--- config.mk ---
export PLATFORM = sky130hd
export DESIGN_NAME = monitor_smbus_conversion_control
export DESIGN_NICKNAME = d
export VERILOG_FILES = /design/src/rtl/monitor_pkg.sv /design/src/rtl/conv_sequencer.sv /design/src/rtl/monitor_smbus_conversion_control.sv /design/src/rtl/sync_two_ff.sv
export SDC_FILE = /design/constraint.sdc
export NUM_CORES = 1
export LEC_CHECK = 0
export ABC_AREA = 1
export ABC_CLOCK_PERIOD_IN_PS = 7600
export BUFFER_PORTS_ARGS = -buffer_cell sky130_fd_sc_hd__buf_2
export CAP_MARGIN = 20
export CORE_MARGIN = 2
export CORE_UTILIZATION = 60
export DETAILED_ROUTE_END_ITERATION = 6
export PLACE_DENSITY = 0.78
export SLEW_MARGIN = 0
export SYNTH_ARGS = -nofsm -noshare
export SYNTH_HDL_FRONTEND = slang
export SYNTH_HIERARCHICAL = 1
export SYNTH_SLANG_ARGS = --single-unit
--- constraint.sdc ---
create_clock -name clk_sys -period 7.6 [get_ports clk_sys]
set_input_delay 2.28 -clock clk_sys [delete_from_list [all_inputs] [get_ports clk_sys]]
set_output_delay 2.28 -clock clk_sys [all_outputs]
set_load 0.005 [all_outputs]
--- src/rtl/monitor_pkg.sv ---
// Operation
// - Write Byte, Read Byte, Send Byte, Receive Byte; 7-bit address, bytes acknowledged.
// - Last command byte of Write or Read Byte is kept as pointer.
// - All values appear as byte registers selected by the command byte.
// - A cycle converts all enabled channels; results publish when it ends.
// - Busy shows while converting; reads return the previous complete results.
// - Order: remote 1, remote 2, local, input 3, input 2/supply, input 1, supply/input 2.
// - Conversions run full speed; only the idle gap follows the rate register.
// - Disabled temperature or voltage channels are skipped, shortening the cycle.
// - Standby when standby pin is low or software stop bit set.
// - Standby keeps all registers; the serial interface stays fully usable.
// - Low standby pin overrides software; device stays idle while low.
// - Standby during a cycle aborts it; partial results are dropped.
// - Each temperature slot lasts 125 ms.
// - Rate timer runs between cycles and starts the next when elapsed.
// - Command pointer is zero after reset; Receive Byte reads local temperature.
// - Alert response address read returns own address when alert pending.
package monitor_pkg;

  // Conversion timing
  localparam int CLK_MHZ           = 200;
  localparam int TEMP_CONV_MS      = 125;
  localparam int VOLT_CONV_US      = 62500;
  localparam int TEMP_CONV_CYC_DEF = TEMP_CONV_MS * 1000 * CLK_MHZ;
  localparam int VOLT_CONV_CYC_DEF = VOLT_CONV_US * CLK_MHZ;
  localparam int IDLE_UNIT_CYC_DEF = TEMP_CONV_CYC_DEF;

  // Bus constants
  localparam logic [6:0] ALERT_RESP_ADDR = 7'h0C;
  localparam logic [3:0] BYTE_BITS       = 4'h8;
  localparam logic [7:0] CMD_PTR_RST     = 8'h00;

  // Command map of local registers
  localparam logic [7:0] CMD_STATUS = 8'h07;
  localparam logic [7:0] CMD_CONFIG = 8'h08;
  localparam logic [7:0] CMD_RATE   = 8'h09;
  localparam int         NUM_CH     = 7;

  // Field positions and reset values
  localparam int         CFG_STOP_BIT  = 6;
  localparam int         CFG_TDIS_BIT  = 5;
  localparam int         CFG_VDIS_BIT  = 4;
  localparam int         STAT_BUSY_BIT = 7;
  localparam logic [7:0] CONFIG_RST    = 8'h00;
  localparam logic [2:0] RATE_RST      = 3'h2;

  // Channel result indices
  localparam logic [2:0] CH_LOCAL = 3'h0;
  localparam logic [2:0] CH_REM1  = 3'h1;
  localparam logic [2:0] CH_REM2  = 3'h2;
  localparam logic [2:0] CH_EXTERNAL_VOLTAGE_INPUT_3  = 3'h3;
  localparam logic [2:0] CH_EXTERNAL_VOLTAGE_INPUT_2  = 3'h4;
  localparam logic [2:0] CH_EXTERNAL_VOLTAGE_INPUT_1  = 3'h5;
  localparam logic [2:0] CH_VCC   = 3'h6;

  typedef enum logic [1:0] {SQ_IDLE = 2'b01, SQ_CONV = 2'b10} seq_state_t;

  typedef enum logic [8:0] {
    B_IDLE = 9'b000000001,
    B_ADDR = 9'b000000010,
    B_AACK = 9'b000000100,
    B_CMD  = 9'b000001000,
    B_CACK = 9'b000010000,
    B_WDAT = 9'b000100000,
    B_WACK = 9'b001000000,
    B_RDAT = 9'b010000000,
    B_RACK = 9'b100000000
  } bus_state_t;

endpackage : monitor_pkg

--- src/rtl/conv_sequencer.sv ---
`timescale 1ns/100ps
module conv_sequencer import monitor_pkg::*; #(
  parameter int unsigned TEMP_CONV_CYC = TEMP_CONV_CYC_DEF,
  parameter int unsigned VOLT_CONV_CYC = VOLT_CONV_CYC_DEF,
  parameter int unsigned IDLE_UNIT_CYC = IDLE_UNIT_CYC_DEF,
  parameter bit          EXTERNAL_VOLTAGE_INPUT_2_FIRST    = 1'b1
) (
  input  wire logic       clk_sys,
  input  wire logic       reset,
  input  wire logic       standby,
  input  wire logic       temp_dis,
  input  wire logic       volt_dis,
  input  wire logic [2:0] rate,
  input  wire logic [7:0] adc_sample,
  input  wire logic [2:0] rd_idx,
  output logic      [7:0] rd_data,
  output logic            busy_ff,
  output logic      [2:0] conv_ch_ff
);

  seq_state_t  state_ff;
  logic [2:0]  slot_ff;
  logic [31:0] slot_cnt_ff;
  logic [31:0] idle_cnt_ff;
  logic [7:0]  res_ff [NUM_CH];
  logic [7:0]  shadow_ff [NUM_CH];
  logic [31:0] idle_target;
  logic [3:0]  first_slot;
  logic [3:0]  next_slot;
  logic        start;
  logic        slot_end;
  logic        commit;

  // Slot to channel, variant picks supply position
  function automatic logic [2:0] slot_ch(input logic [2:0] s);
    case (s)
      3'h0:    slot_ch = CH_REM1;
      3'h1:    slot_ch = CH_REM2;
      3'h2:    slot_ch = CH_LOCAL;
      3'h3:    slot_ch = CH_EXTERNAL_VOLTAGE_INPUT_3;
      3'h4:    slot_ch = EXTERNAL_VOLTAGE_INPUT_2_FIRST ? CH_EXTERNAL_VOLTAGE_INPUT_2 : CH_VCC;
      3'h5:    slot_ch = CH_EXTERNAL_VOLTAGE_INPUT_1;
      default: slot_ch = EXTERNAL_VOLTAGE_INPUT_2_FIRST ? CH_VCC : CH_EXTERNAL_VOLTAGE_INPUT_2;
    endcase
  endfunction : slot_ch

  // First enabled slot at or after from; bit 3 marks found
  function automatic logic [3:0] find_slot(input logic [3:0] from);
    logic [3:0] r;
    r = 4'h0;
    for (int i = NUM_CH - 1; i >= 0; i--) begin
      if (4'(i) >= from && ((i < 3) ? !temp_dis : !volt_dis)) begin
        r = {1'b1, 3'(i)};
      end
    end
    return r;
  endfunction : find_slot

  // Cycle control terms
  assign idle_target = IDLE_UNIT_CYC << rate;
  assign first_slot  = find_slot(4'h0);
  assign next_slot   = find_slot({1'b0, slot_ff} + 4'h1);
  assign start       = state_ff == SQ_IDLE && !standby && idle_cnt_ff >= idle_target
                       && first_slot[3];
  assign slot_end    = state_ff == SQ_CONV && !standby && slot_cnt_ff == 32'h0;
  assign commit      = slot_end && !next_slot[3];

  // Sequencing state, slot timer and rate timer
  always_ff @(posedge clk_sys) begin
    if (reset) begin
      state_ff    <= SQ_IDLE;
      slot_ff     <= 3'h0;
      slot_cnt_ff <= 32'h0;
      idle_cnt_ff <= 32'h0;
      busy_ff     <= 1'b0;
      conv_ch_ff  <= CH_REM1;
    end else begin
      case (state_ff)
        SQ_IDLE: begin
          if (standby) begin
            idle_cnt_ff <= idle_target;
          end else if (start) begin
            state_ff    <= SQ_CONV;
            slot_ff     <= first_slot[2:0];
            conv_ch_ff  <= slot_ch(first_slot[2:0]);
            slot_cnt_ff <= (first_slot[2:0] < 3'h3 ? TEMP_CONV_CYC : VOLT_CONV_CYC) - 1;
            busy_ff     <= 1'b1;
            idle_cnt_ff <= 32'h0;
          end else if (idle_cnt_ff < idle_target) begin
            idle_cnt_ff <= idle_cnt_ff + 32'h1;
          end
        end
        SQ_CONV: begin
          if (standby) begin
            state_ff    <= SQ_IDLE;
            busy_ff     <= 1'b0;
            idle_cnt_ff <= idle_target;
          end else if (commit) begin
            state_ff    <= SQ_IDLE;
            busy_ff     <= 1'b0;
            idle_cnt_ff <= 32'h1;
          end else if (slot_end) begin
            slot_ff     <= next_slot[2:0];
            conv_ch_ff  <= slot_ch(next_slot[2:0]);
            slot_cnt_ff <= (next_slot[2:0] < 3'h3 ? TEMP_CONV_CYC : VOLT_CONV_CYC) - 1;
          end else begin
            slot_cnt_ff <= slot_cnt_ff - 32'h1;
          end
        end
        default: state_ff <= SQ_IDLE;
      endcase
    end
  end

  // Shadow capture per slot, publish whole cycle at commit
  always_ff @(posedge clk_sys) begin
    for (int c = 0; c < NUM_CH; c++) begin
      if (reset) begin
        res_ff[c]    <= 8'h00;
        shadow_ff[c] <= 8'h00;
      end else if (start) begin
        shadow_ff[c] <= res_ff[c];
      end else if (slot_end && 3'(c) == conv_ch_ff) begin
        shadow_ff[c] <= adc_sample;
        if (commit) res_ff[c] <= adc_sample;
      end else if (commit) begin
        res_ff[c] <= shadow_ff[c];
      end
    end
  end

  assign rd_data = (rd_idx < 3'(NUM_CH)) ? res_ff[rd_idx] : 8'h00;

  chk_abort_clears_busy: assert property (@(posedge clk_sys) disable iff (reset)
    standby |=> !busy_ff && state_ff == SQ_IDLE) else $error("busy kept in standby");
  chk_start_sets_busy: assert property (@(posedge clk_sys) disable iff (reset)
    start |=> busy_ff && slot_cnt_ff >= VOLT_CONV_CYC - 1) else $error("cycle start lost");
  chk_skip_temp: assert property (@(posedge clk_sys) disable iff (reset)
    (start || slot_end) && temp_dis |=> !busy_ff || slot_ff >= 3'h3)
    else $error("disabled temperature slot converted");
  chk_results_stable: assert property (@(posedge clk_sys) disable iff (reset)
    !commit |=> $stable(res_ff[CH_LOCAL]) && $stable(res_ff[CH_REM1]))
    else $error("results changed outside commit");
  chk_temp_slot_len: assert property (@(posedge clk_sys) disable iff (reset)
    start && first_slot[2:0] < 3'h3 |=> slot_cnt_ff == TEMP_CONV_CYC - 1)
    else $error("temperature slot length wrong");
  cov_full_cycle: cover property (@(posedge clk_sys) disable iff (reset) commit);
  cov_abort: cover property (@(posedge clk_sys) disable iff (reset) busy_ff && standby);

endmodule : conv_sequencer

--- src/rtl/monitor_smbus_conversion_control.sv ---
`timescale 1ns/100ps
module monitor_smbus_conversion_control import monitor_pkg::*; #(
  parameter int unsigned TEMP_CONV_CYC = TEMP_CONV_CYC_DEF,
  parameter int unsigned VOLT_CONV_CYC = VOLT_CONV_CYC_DEF,
  parameter int unsigned IDLE_UNIT_CYC = IDLE_UNIT_CYC_DEF,
  parameter bit          EXTERNAL_VOLTAGE_INPUT_2_FIRST    = 1'b1
) (
  input  wire logic       clk_sys,
  input  wire logic       reset,
  input  wire logic       smb_clk,
  input  wire logic       smb_data_in,
  output logic            smb_data_out,
  output logic            smb_data_oe,
  input  wire logic       standby_request_pin_n,
  input  wire logic [6:0] slave_addr,
  input  wire logic       alert_pending,
  input  wire logic [7:0] adc_sample,
  input  wire logic [7:0] ext_rd_data,
  output logic            reg_wr_stb,
  output logic      [7:0] reg_addr,
  output logic      [7:0] reg_wdata,
  output logic            alert_served,
  output logic            busy,
  output logic            standby,
  output logic      [2:0] conv_channel
);

  logic [9:0] sync_vec;
  logic       s_scl;
  logic       s_sda;
  logic       s_standby_request_pin_n_n;
  logic [6:0] s_addr;
  logic       p_scl_ff;
  logic       p_sda_ff;
  logic       ev_start;
  logic       ev_stop;
  logic       ev_rise;
  logic       ev_fall;
  logic       byte_done;

  bus_state_t bst_ff;
  logic [3:0] bit_cnt_ff;
  logic [7:0] shift_ff;
  logic [7:0] tx_ff;
  logic       rd_dir_ff;
  logic       alert_resp_ff;
  logic [7:0] cmd_ptr_ff;
  logic       sda_oe_ff;
  logic       sda_out_ff;
  logic [7:0] config_ff;
  logic [2:0] rate_ff;
  logic       standby_ff;
  logic       wr_stb_ff;
  logic [7:0] wr_addr_ff;
  logic [7:0] wr_data_ff;
  logic       alert_served_ff;
  logic [7:0] seq_rd_data;
  logic       seq_busy;
  logic [2:0] seq_ch;
  logic       addr_hit;
  logic       alert_hit;
  logic       wr_event;
  logic [7:0] tx_byte;

  // Pins from outside the clock domain
  sync_two_ff #(
    .WIDTH   (10),
    .RST_VAL (10'h380)
  ) u_sync (
    .clk_sys  (clk_sys),
    .reset    (reset),
    .async_in ({smb_clk, smb_data_in, standby_request_pin_n, slave_addr}),
    .sync_out (sync_vec)
  );

  assign s_scl    = sync_vec[9];
  assign s_sda    = sync_vec[8];
  assign s_standby_request_pin_n_n = sync_vec[7];
  assign s_addr   = sync_vec[6:0];

  // Conversion sequencer with result storage
  conv_sequencer #(
    .TEMP_CONV_CYC (TEMP_CONV_CYC),
    .VOLT_CONV_CYC (VOLT_CONV_CYC),
    .IDLE_UNIT_CYC (IDLE_UNIT_CYC),
    .EXTERNAL_VOLTAGE_INPUT_2_FIRST    (EXTERNAL_VOLTAGE_INPUT_2_FIRST)
  ) u_seq (
    .clk_sys    (clk_sys),
    .reset      (reset),
    .standby    (standby_ff),
    .temp_dis   (config_ff[CFG_TDIS_BIT]),
    .volt_dis   (config_ff[CFG_VDIS_BIT]),
    .rate       (rate_ff),
    .adc_sample (adc_sample),
    .rd_idx     (cmd_ptr_ff[2:0]),
    .rd_data    (seq_rd_data),
    .busy_ff    (seq_busy),
    .conv_ch_ff (seq_ch)
  );

  // Register read decode by command byte
  function automatic logic [7:0] read_reg(input logic [7:0] cmd);
    logic [7:0] r;
    r = ext_rd_data;
    if (cmd < 8'(NUM_CH)) begin
      r = seq_rd_data;
    end else if (cmd == CMD_STATUS) begin
      r = 8'h00;
      r[STAT_BUSY_BIT] = seq_busy;
    end else if (cmd == CMD_CONFIG) begin
      r = config_ff;
    end else if (cmd == CMD_RATE) begin
      r = {5'h00, rate_ff};
    end
    return r;
  endfunction : read_reg

  // Previous line levels for edge and condition detect
  always_ff @(posedge clk_sys) begin
    if (reset) begin
      p_scl_ff <= 1'b1;
      p_sda_ff <= 1'b1;
    end else begin
      p_scl_ff <= s_scl;
      p_sda_ff <= s_sda;
    end
  end

  // Bus conditions
  assign ev_start  = p_scl_ff && s_scl && p_sda_ff && !s_sda;
  assign ev_stop   = p_scl_ff && s_scl && !p_sda_ff && s_sda;
  assign ev_rise   = !p_scl_ff && s_scl;
  assign ev_fall   = p_scl_ff && !s_scl;
  assign byte_done = ev_fall && bit_cnt_ff == BYTE_BITS;

  // Address match, own or alert response
  assign addr_hit  = shift_ff[7:1] == s_addr;
  assign alert_hit = shift_ff[7:1] == ALERT_RESP_ADDR && shift_ff[0] && alert_pending;
  assign wr_event  = bst_ff == B_WDAT && byte_done;
  assign tx_byte   = alert_resp_ff ? {s_addr, 1'b0} : read_reg(cmd_ptr_ff);

  // Slave byte engine
  always_ff @(posedge clk_sys) begin
    if (reset) begin
      bst_ff        <= B_IDLE;
      bit_cnt_ff    <= 4'h0;
      shift_ff      <= 8'h00;
      tx_ff         <= 8'h00;
      rd_dir_ff     <= 1'b0;
      alert_resp_ff <= 1'b0;
      sda_oe_ff     <= 1'b0;
    end else if (ev_start) begin
      bst_ff        <= B_ADDR;
      bit_cnt_ff    <= 4'h0;
      sda_oe_ff     <= 1'b0;
      alert_resp_ff <= 1'b0;
    end else if (ev_stop) begin
      bst_ff    <= B_IDLE;
      sda_oe_ff <= 1'b0;
    end else begin
      case (bst_ff)
        B_ADDR, B_CMD, B_WDAT: begin
          if (ev_rise && bit_cnt_ff != BYTE_BITS) begin
            shift_ff   <= {shift_ff[6:0], s_sda};
            bit_cnt_ff <= bit_cnt_ff + 4'h1;
          end else if (byte_done) begin
            bit_cnt_ff <= 4'h0;
            if (bst_ff == B_ADDR) begin
              if (addr_hit || alert_hit) begin
                sda_oe_ff     <= 1'b1;
                bst_ff        <= B_AACK;
                rd_dir_ff     <= shift_ff[0];
                alert_resp_ff <= alert_hit && !addr_hit;
              end else begin
                bst_ff <= B_IDLE;
              end
            end else begin
              sda_oe_ff <= 1'b1;
              bst_ff    <= (bst_ff == B_CMD) ? B_CACK : B_WACK;
            end
          end
        end
        B_AACK: begin
          if (ev_fall) begin
            if (rd_dir_ff) begin
              sda_oe_ff <= !tx_byte[7];
              tx_ff     <= {tx_byte[6:0], 1'b0};
              bst_ff    <= B_RDAT;
            end else begin
              sda_oe_ff <= 1'b0;
              bst_ff    <= B_CMD;
            end
          end
        end
        B_CACK: begin
          if (ev_fall) begin
            sda_oe_ff <= 1'b0;
            bst_ff    <= B_WDAT;
          end
        end
        B_WACK: begin
          if (ev_fall) begin
            sda_oe_ff <= 1'b0;
            bst_ff    <= B_IDLE;
          end
        end
        B_RDAT: begin
          if (ev_rise) begin
            bit_cnt_ff <= bit_cnt_ff + 4'h1;
          end else if (byte_done) begin
            sda_oe_ff <= 1'b0;
            bst_ff    <= B_RACK;
          end else if (ev_fall) begin
            sda_oe_ff <= !tx_ff[7];
            tx_ff     <= {tx_ff[6:0], 1'b0};
          end
        end
        B_RACK: begin
          if (ev_rise) begin
            bst_ff <= B_IDLE;
          end
        end
        default: bst_ff <= B_IDLE;
      endcase
    end
  end

  // Command pointer, kept for Send and Receive Byte
  always_ff @(posedge clk_sys) begin
    if (reset) begin
      cmd_ptr_ff <= CMD_PTR_RST;
    end else if (bst_ff == B_CMD && byte_done && !ev_start && !ev_stop) begin
      cmd_ptr_ff <= shift_ff;
    end
  end

  // Write strobe to register space and local config
  always_ff @(posedge clk_sys) begin
    if (reset) begin
      wr_stb_ff  <= 1'b0;
      wr_addr_ff <= 8'h00;
      wr_data_ff <= 8'h00;
      config_ff  <= CONFIG_RST;
      rate_ff    <= RATE_RST;
    end else begin
      wr_stb_ff <= wr_event && !ev_start && !ev_stop;
      if (wr_event && !ev_start && !ev_stop) begin
        wr_addr_ff <= cmd_ptr_ff;
        wr_data_ff <= shift_ff;
        if (cmd_ptr_ff == CMD_CONFIG) config_ff <= shift_ff;
        if (cmd_ptr_ff == CMD_RATE) rate_ff <= shift_ff[2:0];
      end
    end
  end

  // Standby from pin or software stop; registers untouched
  always_ff @(posedge clk_sys) begin
    if (reset) begin
      standby_ff <= 1'b0;
    end else begin
      standby_ff <= !s_standby_request_pin_n_n || config_ff[CFG_STOP_BIT];
    end
  end

  // Alert response completion pulse
  always_ff @(posedge clk_sys) begin
    if (reset) begin
      alert_served_ff <= 1'b0;
    end else begin
      alert_served_ff <= bst_ff == B_RACK && ev_rise && alert_resp_ff && !ev_start
                         && !ev_stop;
    end
  end

  // Open-drain data only ever pulls low
  always_ff @(posedge clk_sys) begin
    if (reset) begin
      sda_out_ff <= 1'b0;
    end else begin
      sda_out_ff <= 1'b0;
    end
  end

  // Output wiring
  assign smb_data_out = sda_out_ff;
  assign smb_data_oe  = sda_oe_ff;
  assign reg_wr_stb   = wr_stb_ff;
  assign reg_addr     = wr_addr_ff;
  assign reg_wdata    = wr_data_ff;
  assign alert_served = alert_served_ff;
  assign busy         = seq_busy;
  assign standby      = standby_ff;
  assign conv_channel = seq_ch;

  chk_ack_driven: assert property (@(posedge clk_sys) disable iff (reset)
    bst_ff == B_AACK || bst_ff == B_CACK || bst_ff == B_WACK |-> sda_oe_ff)
    else $error("acknowledge not driven");
  chk_cmd_store: assert property (@(posedge clk_sys) disable iff (reset)
    bst_ff == B_CMD && byte_done && !ev_start && !ev_stop |=> cmd_ptr_ff == $past(shift_ff))
    else $error("command pointer not stored");
  chk_pin_standby: assert property (@(posedge clk_sys) disable iff (reset)
    !s_standby_request_pin_n_n |=> standby_ff ##1 !seq_busy) else $error("pin low did not force standby");
  chk_ptr_reset: assert property (@(posedge clk_sys)
    $past(reset) |-> cmd_ptr_ff == 8'h00) else $error("pointer not zero after reset");
  chk_alert_reply: assert property (@(posedge clk_sys) disable iff (reset)
    bst_ff == B_AACK && ev_fall && rd_dir_ff && alert_resp_ff
    |=> tx_ff == {s_addr[5:0], 2'b00}) else $error("alert reply not own address");
  cov_read_byte: cover property (@(posedge clk_sys) disable iff (reset)
    bst_ff == B_RACK && ev_rise && s_sda);
  cov_write_byte: cover property (@(posedge clk_sys) disable iff (reset) wr_stb_ff);

endmodule : monitor_smbus_conversion_control

--- src/rtl/sync_two_ff.sv ---
`timescale 1ns/100ps
module sync_two_ff #(
  parameter int               WIDTH   = 1,
  parameter logic [WIDTH-1:0] RST_VAL = '0
) (
  input  wire logic             clk_sys,
  input  wire logic             reset,
  input  wire logic [WIDTH-1:0] async_in,
  output logic      [WIDTH-1:0] sync_out
);

  logic [WIDTH-1:0] meta_ff;
  logic [WIDTH-1:0] sync_ff;

  // Two flops per bit; first stage read only by second
  genvar i;
  generate
    for (i = 0; i < WIDTH; i++) begin : g_bit
      always_ff @(posedge clk_sys) begin
        if (reset) begin
          meta_ff[i] <= RST_VAL[i];
          sync_ff[i] <= RST_VAL[i];
        end else begin
          meta_ff[i] <= async_in[i];
          sync_ff[i] <= meta_ff[i];
        end
      end
    end
  endgenerate

  assign sync_out = sync_ff;

endmodule : sync_two_ff

==> key figures <==
Floorplan
  – Die X: 169 microns
  – Die height: 169 microns
  – FP Rows: 60
  – Die area: 28400 sq um
  – Ports: 54
  – Initial Util: 0.607
  – Area of the core: 26800 sq um

Setup path
  – Worst EP arrival: 5290 ps
  – Slowest cell on crit path: nor2_4
  – Largest delay share family, worst path: simple AND/OR/NAND/NOR gates
  – Startpoint Class: register
  – Nature of the critical path endpoint: register
  – Cells along the critical path: inv_2 > nor2_1 > nor3_1 > inv_1 > nand2_1 > ha_1 > a21o_1 > nor2_1 > nand3_1 > a21oi_1 > nand2_1 > nand2_1 > inv_2 > nor2_4 > buf_4 > nand2_4 > nor2_4 > nand2_1 > nand2_1
  – WS Path Type: register to register
  – CP max stage delay: 670 ps
  – Required @ worst endpoint: 8060 ps
  – Cell repeated most along the worst path: nand2_1
  – Buf/Inv on CP: 4
  – Crit Path Max Fanout: 43

Outcome
  – Violated checks: design-rule violations
  – Status: finished, violations left

Layout
  – Antenna diodes: 0
  – Fin util: 0.660
  – Fillers: 2301
  – Layout Nets: 2293
  – Synth-to-layout area growth: 8.74%
  – Ratio of cells with drive above 1 in the final layout: 0.106

CTS
  – Clk buf depth: 3
  – Number of H-tree levels: 1
  – Clock Latency Late Sink: 590 ps
  – CTS tree: yes
  – CTS resizes: 0
  – CTS Hold Bufs: 0
  – CTS root buf: clkbuf_16
  – Sink Count: 276
  – Clock-pin slew on the worst setup and hold paths: 60 ps
  – Number of CTS-inserted buffers: 30
  – Post-CTS Setup Inserts: 0

Detailed routing
  – Remaining DRCs: 1
  – Routed vias/inst: 5.89
  – Final antenna-violating net count: 0
  – Routed WL per cell: 17.1 microns
  – DR pass1 iterations: 7
  – Final wirelength: 44.4 mm
  – Number of DRC markers in iteration 0: 1804
  – Via count: 15285

Yosys
  – Yosys warning total: 6
  – Synth area leaders: edfxtp_1 21%, dfxtp_1 20%, nand2_1 11%, nand3_1 6.3%, nor2_1 6.2%
  – Syn_nets: 2286
  – Synth cell types: 55
  – Number of enable flip-flop cells after synthesis: 112
  – Top-area cell type share of the netlist area: 0.207
  – Top_reg_cell synth: dfxtp_1
  – Async SR Flop Fraction: 0
  – Mapped Cells: 2221
  – Top cells by count, synth: 492 x nand2_1, 270 x nor2_1, 221 x inv_1
  – Most frequent cell after synthesis: nand2_1
  – Seq/Total Area, Yosys: 0.409
  – Avg Inst Size Synth: 7.32 sq um
  – Post-synthesis cell area: 16300 sq um
  – Yosys top cell by area: edfxtp_1
  – Yosys reg bits: 276

GRT
  – Largest net degree at the start of global routing: 60
  – Tot GR Track Use: 0.308
  – Remaining Overflow, GRT: 0
  – Antenna violations before repair: 0
  – First-pass GRT wire length: 71.3 mm
  – Vias in the first global route: 14005

Place
  – PortBufs: 52
  – RePlAce Congestion: 0.987
  – Dpl ws: 2940 ps
  – Detail Placement HPWL: 31.4 mm

STA
  – Worst slew pin tran: 1070 ps
  – Final worst slack: 2760 ps
  – Max Slew Vio Count: 0
  – Slew Limit Headroom: 0.280
  – Setup TNS: 0 ps
  – Fmax: 207 MHz
  – Hold_ws: 387 ps
  – Final Cycle Share: 0.636
  – Final setup vio count: 0
  – Clock Skews: 33.7 ps
  – Crit path time final: 4840 ps
  – RSZ-0062 raised after global routing: no
  – Count of final hold-check violations: 0

Power
  – Worst VDD drop: 0.297 mV
  – Total Power: 4670 uW
  – P_leak: 0.00759 uW
  – PwrDens: 264 nW/um^2

Run
  – Max_cap viols: 0

Min path
  – Hold WC Path Type: register to register
metal layers:
layer | routed length [microns] | global-route usage
met5 | 0 | 0
met4 | 1490 | 0.104
met3 | 4020 | 0.0519
met2 | 19800 | 0.485
met1 | 19100 | 0.431
placed cells by master, fill, tap and decap left out, drive strengths merged, types with 8 or more instances in the layout:
| master | synthesis | routed |
|---|---|---|
| nor3 | 69 | 69 |
| inv | 240 | 241 |
| a21oi | 181 | 181 |
| o211ai | 11 | 11 |
| nand4 | 47 | 47 |
| o22ai | 16 | 16 |
| nand2 | 513 | 513 |
| xnor2 | 11 | 11 |
| nand3 | 218 | 218 |
| nor2 | 302 | 302 |
| dfxtp | 164 | 164 |
| a211oi | 15 | 15 |
| nor4 | 9 | 9 |
| o21ai | 118 | 118 |
| ha | 36 | 36 |
| buf | 37 | 61 |
| or2 | 8 | 8 |
| clkinv | 4 | 12 |
| xor2 | 32 | 32 |
| clkbuf | 52 | 39 |
| edfxtp | 112 | 112 |
power by group:
group | internal, uW | switching, uW
Combinational | 410 | 897
Clock | 920 | 619
Sequential | 1710 | 117
final cells by class:
class,count,area [sq um],share of cell area
timing repair buffer,64,365,0.0207
tap,341,427,0.0241
inverter,244,926,0.0523
clock inverter,20,268,0.0151
multi-input combinational,1612,8270,0.467
clock buffer,36,793,0.0448
sequential,276,6650,0.376
registers in the layout, summed over array words and instances (netlist names), 2 cells and up:
| name | count |
|---|---|
| bst_ff | 9 |
| tx_ff | 7 |
| u_seq/res_ff | 56 |
| u_seq/state_ff | 2 |
| shift_ff | 8 |
| rate_ff | 3 |
| reg_addr | 8 |
| reg_wdata | 8 |
| u_seq/idle_cnt_ff | 32 |
| u_seq/slot_cnt_ff | 32 |
| u_sync/sync_out | 10 |
| u_sync/meta_ff | 10 |
| u_seq/conv_ch_ff | 3 |
| config_ff | 8 |
| bit_cnt_ff | 4 |
| u_seq/shadow_ff | 56 |
| u_seq/slot_ff | 3 |
| cmd_ptr_ff | 8 |
final timing paths:
check	from	to	slack, ps	cells after the start
hold reg to reg	u_sync/meta_ff[0]	u_sync/sync_out[0]	390	2
setup reg to reg	rate_ff[2]	u_seq/res_ff[0][2]	2760	19
setup / recovery	rate_ff[2]	u_seq/res_ff[0][2]	2760	19
hold / removal	u_sync/meta_ff[0]	u_sync/sync_out[0]	390	2
worst min-delay path, stage by stage (launching register included):
cell	delay (ps)
dfxtp_1	290
inv_1	40
nor2_1	30
per-stage QoR:
stage | cell area (sq um) | cells
floorplan | 16300 | 2221
global placement | 16600 | 2530
detailed placement | 16600 | 2532
CTS | 17600 | 2588
global route | 17700 | 2593
finish | 17700 | 2593
cell families after synthesis:
| logic type | count (synthesis) | synth area share |
|---|---|---|
| xor+xnor | 43 | 0.0232 |
| buf+inv | 333 | 0.0838 |
| compound gates | 359 | 0.122 |
| simple gates | 1173 | 0.334 |
| flops | 276 | 0.409 |
| other cells | 1 | 0.000231 |
| fa+ha+maj | 36 | 0.0277 |
Note: power is estimated with default switching activity, not from simulation.
